<file path="config.mk">
export PLATFORM = sky130hd
export DESIGN_NAME = sem_status
export DESIGN_NICKNAME = d
export VERILOG_FILES = /design/src/sem_pkg.sv /design/src/sem_status.sv
export VERILOG_INCLUDE_DIRS = /design/src /design/src/src
export SDC_FILE = /design/constraint.sdc
export NUM_CORES = 1
export LEC_CHECK = 0
export BUFFER_PORTS_ARGS = -buffer_cell sky130_fd_sc_hd__buf_2
export CAP_MARGIN = 30
export CORE_MARGIN = 3
export CORE_UTILIZATION = 45
export DETAILED_ROUTE_END_ITERATION = 10
export GPL_TIMING_DRIVEN = 0
export MAX_ROUTING_LAYER = met4
export PLACE_DENSITY = 0.65
export SETUP_SLACK_MARGIN = 0.4
export SLEW_MARGIN = 15
export SYNTH_ARGS = -nofsm -noshare
export SYNTH_HDL_FRONTEND = slang
export SYNTH_SLANG_ARGS = --single-unit
</file>
<file path="constraint.sdc">
create_clock -name i_clock -period 2.2 [get_ports i_clock]
set_clock_uncertainty 0.05 [all_clocks]
set_input_delay 0.44 -clock i_clock [delete_from_list [all_inputs] [get_ports i_clock]]
set_output_delay 0.44 -clock i_clock [all_outputs]
set_load 0.1 [all_outputs]
</file>
<file path="src/sem_map.svh">
/*
 Bit positions, register selectors and reset values for the status event block.
 Assumes inclusion by bare name from the design module.
*/
`ifndef SEM_MAP_SVH
`define SEM_MAP_SVH

// Register selectors on the command port
`define SEM_SEL_MEAS          2'h0
`define SEM_SEL_QUES          2'h1
`define SEM_SEL_OPER          2'h2

// Measurement event bit positions
`define SEM_MEAS_OVR          0
`define SEM_MEAS_LO1          1
`define SEM_MEAS_HI1          2
`define SEM_MEAS_LO2          3
`define SEM_MEAS_HI2          4
`define SEM_MEAS_RDY          5
`define SEM_MEAS_AVL          7
`define SEM_MEAS_HALF         8
`define SEM_MEAS_FULL         9

// Questionable event bit positions
`define SEM_QUES_TEMP         4
`define SEM_QUES_CAL          8
`define SEM_QUES_TRIM         9

// Operation event bit positions
`define SEM_OPER_CAL          0
`define SEM_OPER_MEAS         4
`define SEM_OPER_TRIG         5
`define SEM_OPER_FILT         8
`define SEM_OPER_IDLE         10

// Implemented bits per register
`define SEM_MEAS_USED         16'h03BF
`define SEM_QUES_USED         16'h0310
`define SEM_OPER_USED         16'h0531

// Reset values
`define SEM_FLAGS_RST         16'h0000
`define SEM_MASK_RST          16'h0000

`endif

</file>
<file path="src/sem_pkg.sv">
/*
 Types for the status event block.
 Assumes sem_map.svh is on the include path.
*/
package sem_pkg;

    // Raw condition inputs from the instrument
    typedef struct packed {
        logic reading_overrange;
        logic below_first_lower_bound;
        logic above_first_upper_bound;
        logic below_second_lower_bound;
        logic above_second_upper_bound;
        logic sample_ready;
        logic store_has_samples;
        logic store_half_occupied;
        logic store_occupied;
        logic ref_junction_invalid;
        logic cal_const_invalid;
        logic cal_done_ok;
        logic self_trim_invalid_flag;
        logic self_trim_ok;
        logic calibrating;
        logic measuring;
        logic trigger_wait;
        logic filter_settled;
        logic idle;
    } sem_cond_t;

    // Host command
    typedef struct packed {
        logic        rd;
        logic        wr;
        logic        preset;
        logic [1:0]  sel;
        logic [15:0] wdata;
    } sem_cmd_t;

    // Whole block state
    typedef struct packed {
        logic [15:0] meas_flags;
        logic [15:0] ques_flags;
        logic [15:0] oper_flags;
        logic [15:0] meas_mask;
        logic [15:0] ques_mask;
        logic [15:0] oper_mask;
        logic        cal_hold;
        logic        trim_hold;
        sem_cond_t   prev;
        logic [15:0] rdata;
        logic        rvalid;
        logic        sum_meas;
        logic        sum_ques;
        logic        sum_oper;
        logic        fault;
    } sem_state_t;

endpackage

</file>
<file path="src/sem_status.sv">
/*
 Status event block: measurement, questionable and operation event flags
 with their enable masks, summary bits and a fault indicator.
 Assumes one clock, condition inputs synchronous to it, one host command
 at a time on the command port, and a synchronous active high reset.
*/
// Contract
// - Measurement bits 0-4 flag overrange and first/second limit violations.
// - Measurement bits 5,7,8,9 flag reading done, store two, half, full.
// - Questionable bit 4 flags invalid reference junction reading.
// - Questionable bit 8 flags bad cal constant, held until calibration succeeds.
// - Questionable bit 9 flags bad self-trim, held until a later one succeeds.
// - Fault indicator is on while any questionable event is present; it follows the live reference junction condition and both holds.
// - Operation bit 0 while calibrating, bit 4 while measuring.
// - Operation bit 5 while waiting in the trigger layer.
// - Operation bit 8 on filter settled, bit 10 when idle.
// - Host writes masks as binary weight sums; 0 clears, 65535 sets all.
// - A masked flag cannot set the next-level summary bit.
// - An unmasked set flag sets the next-level summary bit.
// - Three separate masks, same bit layout, each written by its own select.
// - Reading an event register clears its bits, except questionable bits 8 and 9 while held.
// - Preset clears all three masks and nothing else.
`timescale 1ns/1ns
`default_nettype none
`include "sem_map.svh"

module sem_status
    import sem_pkg::*;
(
    input  wire logic        i_clock,
    input  wire logic        i_rst,
    input  wire sem_cond_t   i_cond,
    input  wire sem_cmd_t    i_cmd,
    input  wire logic        i_mask_rd,
    output logic [15:0]      o_rdata,
    output logic             o_rvalid,
    output logic             o_sum_meas,
    output logic             o_sum_ques,
    output logic             o_sum_oper,
    output logic             o_fault
);

    sem_state_t  st;
    sem_state_t  next_st;
    logic [15:0] meas_rise;
    logic [15:0] ques_rise;
    logic [15:0] oper_rise;
    logic [15:0] meas_level;
    logic [15:0] oper_level;

    // Map conditions into per-register bit vectors
    always_comb
    begin
        meas_level = 16'h0000;
        oper_level = 16'h0000;
        meas_level[`SEM_MEAS_OVR]  = i_cond.reading_overrange;
        meas_level[`SEM_MEAS_LO1]  = i_cond.below_first_lower_bound;
        meas_level[`SEM_MEAS_HI1]  = i_cond.above_first_upper_bound;
        meas_level[`SEM_MEAS_LO2]  = i_cond.below_second_lower_bound;
        meas_level[`SEM_MEAS_HI2]  = i_cond.above_second_upper_bound;
        meas_level[`SEM_MEAS_RDY]  = i_cond.sample_ready;
        meas_level[`SEM_MEAS_AVL]  = i_cond.store_has_samples;
        meas_level[`SEM_MEAS_HALF] = i_cond.store_half_occupied;
        meas_level[`SEM_MEAS_FULL] = i_cond.store_occupied;
        oper_level[`SEM_OPER_CAL]  = i_cond.calibrating;
        oper_level[`SEM_OPER_MEAS] = i_cond.measuring;
        oper_level[`SEM_OPER_TRIG] = i_cond.trigger_wait;
        oper_level[`SEM_OPER_FILT] = i_cond.filter_settled;
        oper_level[`SEM_OPER_IDLE] = i_cond.idle;
    end

    // Rising-edge detection of the previous condition snapshot
    always_comb
    begin
        logic [15:0] pm;
        logic [15:0] po;
        pm = 16'h0000;
        po = 16'h0000;
        pm[`SEM_MEAS_OVR]  = st.prev.reading_overrange;
        pm[`SEM_MEAS_LO1]  = st.prev.below_first_lower_bound;
        pm[`SEM_MEAS_HI1]  = st.prev.above_first_upper_bound;
        pm[`SEM_MEAS_LO2]  = st.prev.below_second_lower_bound;
        pm[`SEM_MEAS_HI2]  = st.prev.above_second_upper_bound;
        pm[`SEM_MEAS_RDY]  = st.prev.sample_ready;
        pm[`SEM_MEAS_AVL]  = st.prev.store_has_samples;
        pm[`SEM_MEAS_HALF] = st.prev.store_half_occupied;
        pm[`SEM_MEAS_FULL] = st.prev.store_occupied;
        po[`SEM_OPER_CAL]  = st.prev.calibrating;
        po[`SEM_OPER_MEAS] = st.prev.measuring;
        po[`SEM_OPER_TRIG] = st.prev.trigger_wait;
        po[`SEM_OPER_FILT] = st.prev.filter_settled;
        po[`SEM_OPER_IDLE] = st.prev.idle;
        meas_rise = meas_level & ~pm & `SEM_MEAS_USED;
        oper_rise = oper_level & ~po & `SEM_OPER_USED;
        ques_rise = 16'h0000;
        ques_rise[`SEM_QUES_TEMP] = i_cond.ref_junction_invalid
                                    & ~st.prev.ref_junction_invalid;
    end

    // Next-state logic for flags, masks, holds and outputs
    always_comb
    begin
        logic rd_m;
        logic rd_q;
        logic rd_o;
        rd_m = i_cmd.rd && !i_mask_rd && (i_cmd.sel == `SEM_SEL_MEAS);
        rd_q = i_cmd.rd && !i_mask_rd && (i_cmd.sel == `SEM_SEL_QUES);
        rd_o = i_cmd.rd && !i_mask_rd && (i_cmd.sel == `SEM_SEL_OPER);
        next_st = st;
        next_st.prev = i_cond;

        // Calibration and self-trim holds: set on failure, clear on success
        if (i_cond.cal_const_invalid)
            next_st.cal_hold = 1'b1;
        else if (i_cond.cal_done_ok)
            next_st.cal_hold = 1'b0;
        if (i_cond.self_trim_invalid_flag)
            next_st.trim_hold = 1'b1;
        else if (i_cond.self_trim_ok)
            next_st.trim_hold = 1'b0;

        // Read clears, new events win over the clear
        next_st.meas_flags = (rd_m ? `SEM_FLAGS_RST : st.meas_flags) | meas_rise;
        next_st.oper_flags = (rd_o ? `SEM_FLAGS_RST : st.oper_flags) | oper_rise;
        next_st.ques_flags = (rd_q ? `SEM_FLAGS_RST : st.ques_flags) | ques_rise;
        // Held questionable faults stay visible until their success event
        next_st.ques_flags[`SEM_QUES_CAL]  = next_st.cal_hold;
        next_st.ques_flags[`SEM_QUES_TRIM] = next_st.trim_hold;

        // Mask writes, one select per register
        if (i_cmd.wr)
        begin
            case (i_cmd.sel)
                `SEM_SEL_MEAS: next_st.meas_mask = i_cmd.wdata;
                `SEM_SEL_QUES: next_st.ques_mask = i_cmd.wdata;
                `SEM_SEL_OPER: next_st.oper_mask = i_cmd.wdata;
                default:       next_st.meas_mask = st.meas_mask;
            endcase
        end
        if (i_cmd.preset)
        begin
            next_st.meas_mask = `SEM_MASK_RST;
            next_st.ques_mask = `SEM_MASK_RST;
            next_st.oper_mask = `SEM_MASK_RST;
        end

        // Read data: event flags, or masks when i_mask_rd
        next_st.rvalid = i_cmd.rd;
        next_st.rdata  = st.rdata;
        if (i_cmd.rd)
        begin
            case (i_cmd.sel)
                `SEM_SEL_MEAS: next_st.rdata = i_mask_rd ? st.meas_mask
                                             : st.meas_flags & `SEM_MEAS_USED;
                `SEM_SEL_QUES: next_st.rdata = i_mask_rd ? st.ques_mask
                                             : st.ques_flags & `SEM_QUES_USED;
                `SEM_SEL_OPER: next_st.rdata = i_mask_rd ? st.oper_mask
                                             : st.oper_flags & `SEM_OPER_USED;
                default:       next_st.rdata = 16'h0000;
            endcase
        end

        // Summary bits from the next-state flags and masks
        next_st.sum_meas = |(next_st.meas_flags & next_st.meas_mask
                             & `SEM_MEAS_USED);
        next_st.sum_ques = |(next_st.ques_flags & next_st.ques_mask
                             & `SEM_QUES_USED);
        next_st.sum_oper = |(next_st.oper_flags & next_st.oper_mask
                             & `SEM_OPER_USED);
        // Fault follows the live reference junction condition and both holds
        next_st.fault = i_cond.ref_junction_invalid | next_st.cal_hold
                        | next_st.trim_hold;
    end

    // State register
    always_ff @(posedge i_clock)
    begin
        if (i_rst)
            st <= '0;
        else
            st <= next_st;
    end

    // Outputs straight from flops
    assign o_rdata    = st.rdata;
    assign o_rvalid   = st.rvalid;
    assign o_sum_meas = st.sum_meas;
    assign o_sum_ques = st.sum_ques;
    assign o_sum_oper = st.sum_oper;
    assign o_fault    = st.fault;

endmodule

`default_nettype wire
</file>
* Word-level counts from Yosys, hierarchy flattened
Index checks and enable logic that the tools add are counted.
** Storage, ports and cells
- RAM bits :: 0
- Output and inout bits :: 21
- Bits in latches :: 0
- Logic and storage cells :: 70
- ROM bits :: 0
- Flip-flop bits (word level) :: 134
- Bits of input ports :: 43
- Memories :: 0
** Cells by class
- Div/mod/pow operators :: 0
- Multipliers :: 0
- Shift operators :: 0
- Multiplexer cells :: 16
- Reduce and logical (&&, ||, !) cells :: 9
- Equal/unequal tests :: 2
- Bitwise operators :: 14
- Add/subtract/negate cells :: 0
- Magnitude comparators :: 0
** Operators with widths (number)
- $mux W16 :: 9
- $mux W48 :: 2
- $pmux W16 S3 :: 1
- $and A10 B10 Y10 :: 3
- $and A11 B11 Y11 :: 2
- $or A16 B10 Y16 :: 1
- $or A16 B11 Y16 :: 1
- $or A16 B5 Y16 :: 1
- $not A11 Y11 :: 1
- $not A10 Y10 :: 1
- $reduce_or A9 Y1 :: 1
- $reduce_or A5 Y1 :: 1
- $logic_and A1 B1 Y1 :: 4
- $mux W1 :: 4
- $reduce_or A3 Y1 :: 1
- $eq A2 B1 Y1 const B :: 1
- $eq A2 B2 Y1 const B :: 1
- $logic_not A2 Y1 :: 1
- $or A1 B1 Y1 :: 2
- $and A1 B1 Y1 :: 1
- $logic_not A1 Y1 :: 1
- $not A1 Y1 :: 1

* Depth between registers and ports, before layout
- Depth in word-level cells :: 7
- Depth in mapped cells :: 8

* Worst setup path after synthesis
No wires, ideal clock.
- Kind :: input -> register
- Start point :: input i_cmd[17] (netlist name)
- End point :: register st, in the netlist o_sum_meas
- Data arrival time :: 1.735 ns
- Data required time :: 2.018 ns
- Library setup time :: 0.132 ns
- Path slack :: 0.283 ns
- Path buffers :: 2
- Cell stages on the path :: 7
- Path through :: buf_6 or4b_4 buf_6 a21oi_1 nor3_1 nor4_1 a21oi_1
** On the way
- Longest elaborated chain between the ends :: 6
** Ends and longest elaborated chain
- start, declared :: line sem_status.sv:33 : input wire sem_cmd_t i_cmd,
- $logic_not A2 Y1 (*) :: line sem_status.sv:133 : case (i_cmd.sel)
- $mux W16 / $logic_and A1 B1 Y1 (equally long branches) :: line sem_status.sv:133, sem_status.sv:106
- $mux W48 / $mux W16 (equally long branches) :: line sem_status.sv:131, sem_status.sv:123
- $mux W48 / $or A16 B10 Y16 (equally long branches) :: line sem_status.sv:140, sem_status.sv:123
- $and A10 B10 Y10 (*) :: line sem_status.sv:164 : next_st.sum_meas = |(next_st.meas_flags & next_st.meas_mask
- $reduce_or A9 Y1 (*) :: line sem_status.sv:164
- end signal, assigned :: line sem_status.sv:181 : st <= next_st;
- end, declared :: line sem_status.sv:43 : sem_state_t st;
Mark *: on every way between the ends. The rest lies on a longest branch, timed or not.
A chain may end at the register's enable or synchronous reset.

* Final worst setup path
- Start point :: input i_mask_rd
- End point :: register st, in the netlist o_sum_meas
** On the way
- Longest elaborated chain between the ends :: 7
** Ends and longest elaborated chain
- start, declared :: line sem_status.sv:34 : input wire logic i_mask_rd,
- $logic_not A1 Y1 :: line sem_status.sv:106 : rd_m = i_cmd.rd && !i_mask_rd && (i_cmd.sel == `SEM_SEL_MEAS);
- $logic_and A1 B1 Y1 (2 in a row) :: line sem_status.sv:106
- $mux W16 :: line sem_status.sv:123 : next_st.meas_flags = (rd_m ? `SEM_FLAGS_RST : st.meas_flags) | meas_rise;
- $or A16 B10 Y16 :: line sem_status.sv:123
- $and A10 B10 Y10 :: line sem_status.sv:164
- $reduce_or A9 Y1 :: line sem_status.sv:164
Every way passes these cells.

==> flow_metrics.env <==
export IMPL_status="finished clean"
export IMPL_switchingPower_uw=1020
export IMPL_ant_nets=0
export IMPL_wirelength_um=11700
export IMPL_pwr_share_seq_pct=55.2
export IMPL_n_antenna_cell=0
export IMPL_vias=3854
export IMPL_coreArea_mm2=0.00898
export IMPL_finalHoldViolCount=0
export IMPL_dr_pass1_iters=6
export IMPL_post_drt_via_cell_ratio=5.35
export IMPL_maxSlewViolCount=0
export IMPL_place_congestion=0.912
export IMPL_cts_buffers=9
export IMPL_avgSynthCellArea_um2=8.35
export IMPL_critPathTopFamily="simple AND/OR/NAND/NOR gates"
export IMPL_critical_path_class="in -> reg"
export IMPL_io_buffers=61
export IMPL_ys_seq_area_share_pct=47.3
export IMPL_swShare_pct=29.3
export IMPL_worstPathMaxFanout=9
export IMPL_gr_total_overflow=0
export IMPL_arrival_ns=2.02
export IMPL_synth_cell_types=36
export IMPL_layout_commonest_cell="dfxtp_1"
export IMPL_synth_seq_cells=101
export IMPL_design_area_mm2=0.00499
export IMPL_placed_cells=699
export IMPL_cts_root_buf="clkbuf_8"
export IMPL_antenna_found_initial=0
export IMPL_critical_path_max_stage_delay_ns=0.55
export IMPL_setup_viol=0
export IMPL_hold_end="st[30]"
export IMPL_p_comb_share_pct=14.3
export IMPL_grt_pass1_wl_um=18600
export IMPL_synth_yosys_warnings=0
export IMPL_instances_no_fill=720
export IMPL_crit_cells=7
export IMPL_clockBufferDepth=2
export IMPL_fillCellCount=872
export IMPL_netlist_area_mm2=0.00428
export IMPL_pin_count=64
export IMPL_cts_sinks=101
export IMPL_cp_end_kind="flop"
export IMPL_grt_pass1_vias=3505
export IMPL_syn2layout_area_growth_pct=16.7
export IMPL_reg2reg_depth=5
export IMPL_drc=0
export IMPL_syn_inst=512
export IMPL_fmax_mhz=546
export IMPL_min_path_type="in -> reg"
export IMPL_tightest_slew_ns=0.713
export IMPL_num_nets_final=632
export IMPL_hold_depth=2
export IMPL_start_util_pct=47.6
export IMPL_track_usage_pct=23.5
export IMPL_crit_buf_inv=2
export IMPL_design_die_area_mm2=0.0107
export IMPL_drive_gt1_share_pct=21.0
export IMPL_die_height_um=103
export IMPL_dp_hpwl_um=8570
export IMPL_min_period_ns=1.83
export IMPL_place_area_mm2=0.00476
export IMPL_grt_max_degree=17
export IMPL_fp_row_count=34
export IMPL_drv_cap=0
export IMPL_clkPwrFrac_pct=30.5
export IMPL_worstPathCellList="buf_2 -> or4b_4 -> buf_6 -> a21oi_2 -> o22ai_1 -> nor4_2 -> a21oi_1"
export IMPL_critPathLaunchType="input port"
export IMPL_r2r_start="st[76]"
export IMPL_routedWlPerCell_um=16.2
export IMPL_die_x_um=103
export IMPL_final_cell_mix="dfxtp_1, nand2_1, buf_2"
export IMPL_r2r_slack_ns=0.69
export IMPL_timing_rr_end="o_sum_meas"
export IMPL_p_per_area_mw_per_mm2=698
export IMPL_hold_start="i_rst"
export IMPL_clkLatencyLatePin_ns=0.37
export IMPL_rsz0062_at_grt="true"
export IMPL_cp_required_ns=2.39
export IMPL_synth_nets=555
export IMPL_cts_tree="done"
export IMPL_cts_htree_levels=3
export IMPL_vdd_drop_max_uv=335
export IMPL_crit_slowest_cell="or4b_4"
export IMPL_period_share_pct=83.3
export IMPL_fin_hold_ws_ns=0.209
export IMPL_maxSlewHeadroom_pct=52.4
export IMPL_intPower_uw=2460
export IMPL_drt_iter0_drc=318
export IMPL_cts_clk_slew_worst_paths_ns=0.10
export IMPL_p_leak_uw=0.00200
==> power groups by stage <==
stage	registers [uW]	logic, uW	clock network, uW
detailed placement	1970	482	0
CTS	1920	485	1070
floorplan	1990	300	0
finish	1920	497	1060
global route	1930	539	1130
global placement	1960	478	0
==> timing repair <==
item | CTS | global route
hold buffers | 0 | 0
gates resized for setup | 1 | 17
endpoints found under the setup margin | 1 | 37
setup buffers | 0 | 5
==> metal layers <==
metal | up-vias | global-route usage [%] | part of all wire (%)
li1 | 1851 | - | -
met1 | 1838 | 33.9 | 46
met2 | 137 | 34.1 | 44
met3 | 28 | 3.49 | 7.3
met4 | 0 | 7.07 | 1.9
met5 | - | - | 0
==> state kept, by name, indices dropped and copies added, names as in the netlist <==
register and count:
o_rvalid 1, o_rdata 16, o_sum_ques 1, o_sum_meas 1, st 80, o_sum_oper 1, o_fault 1
==> worst max-delay path by stage <==
stage                   start    endpoint  slack [ns]
floorplan           i_cmd[17]  o_sum_meas        0.31
global placement    i_mask_rd  o_sum_meas       -0.06
detailed placement  i_cmd[19]  o_sum_meas       -0.06
CTS                 i_cmd[19]  o_sum_meas        0.40
global route        i_mask_rd  o_sum_meas        0.29
finish              i_mask_rd  o_sum_meas        0.37
==> metrics by stage <==
step | setup TNS (ns) | utilization (%) | worst slack (ns) | power [uW]
4_1_cts | 0 | 55.0 | 0.402 | 3480
3_5_place_dp | -0.0584 | 53.1 | -0.0584 | 2450
5_1_grt | 0 | 55.6 | 0.293 | 3600
3_3_place_gp | -0.0917 | 53.1 | -0.0562 | 2440
6_report | 0 | 55.6 | 0.367 | 3480
2_1_floorplan | 0 | - | 0.313 | 2300
==> Yosys cell counts <==
master,number,area share [%]
buf_1,3,0.26
nor4_1,1,0.15
a32oi_1,4,0.82
nor3_1,20,2.3
nand2b_1,7,1.0
nand4b_1,1,0.20
mux2_2,2,0.53
buf_4,16,2.8
nand3_1,2,0.23
a21oi_1,67,7.8
o21ai_0,16,1.9
nor2_1,40,3.5
or3_1,1,0.15
nand2_1,84,7.4
mux2i_1,31,7.3
o221ai_1,2,0.41
or2b_1,2,0.35
or4b_4,1,0.32
inv_1,4,0.35
buf_6,2,0.53
o22a_1,1,0.20
a211oi_1,5,0.88
and2_1,1,0.15
and3b_1,1,0.20
clkbuf_1,24,2.1
nor2b_1,50,7.3
nor3b_1,1,0.18
a21oi_2,1,0.20
dfxtp_1,101,47
nand3b_1,2,0.35
o2111ai_1,2,0.41
or2_2,2,0.29
and3_1,1,0.15
o22ai_1,6,0.88
buf_2,7,0.82
nand4bb_1,1,0.26
==> cell families (layout without fill, tap and decap cells) <==
family	Yosys count	in the layout	share of synthesized area, %
AO/OA/AOI/OAI	104	104	13.5
buffers and inverters	56	138	6.88
flip-flops	101	101	47.3
multiplexers	33	33	7.78
AND/OR/NAND/NOR	218	218	24.5
==> final cells by class <==
| class | instances | area (um^2) | share of cell area (%) |
|---|---|---|---|
| timing repair buffer | 66 | 343 | 6.87 |
| sequential | 101 | 2020 | 40.5 |
| multi-input combinational | 355 | 1990 | 39.9 |
| clock inverter | 6 | 38.8 | 0.777 |
| inverter | 4 | 15.0 | 0.301 |
| clock buffer | 10 | 128 | 2.56 |
| tap | 126 | 158 | 3.16 |
| buffer | 52 | 298 | 5.96 |
No activity file was read; power rests on OpenSTA's default activity.
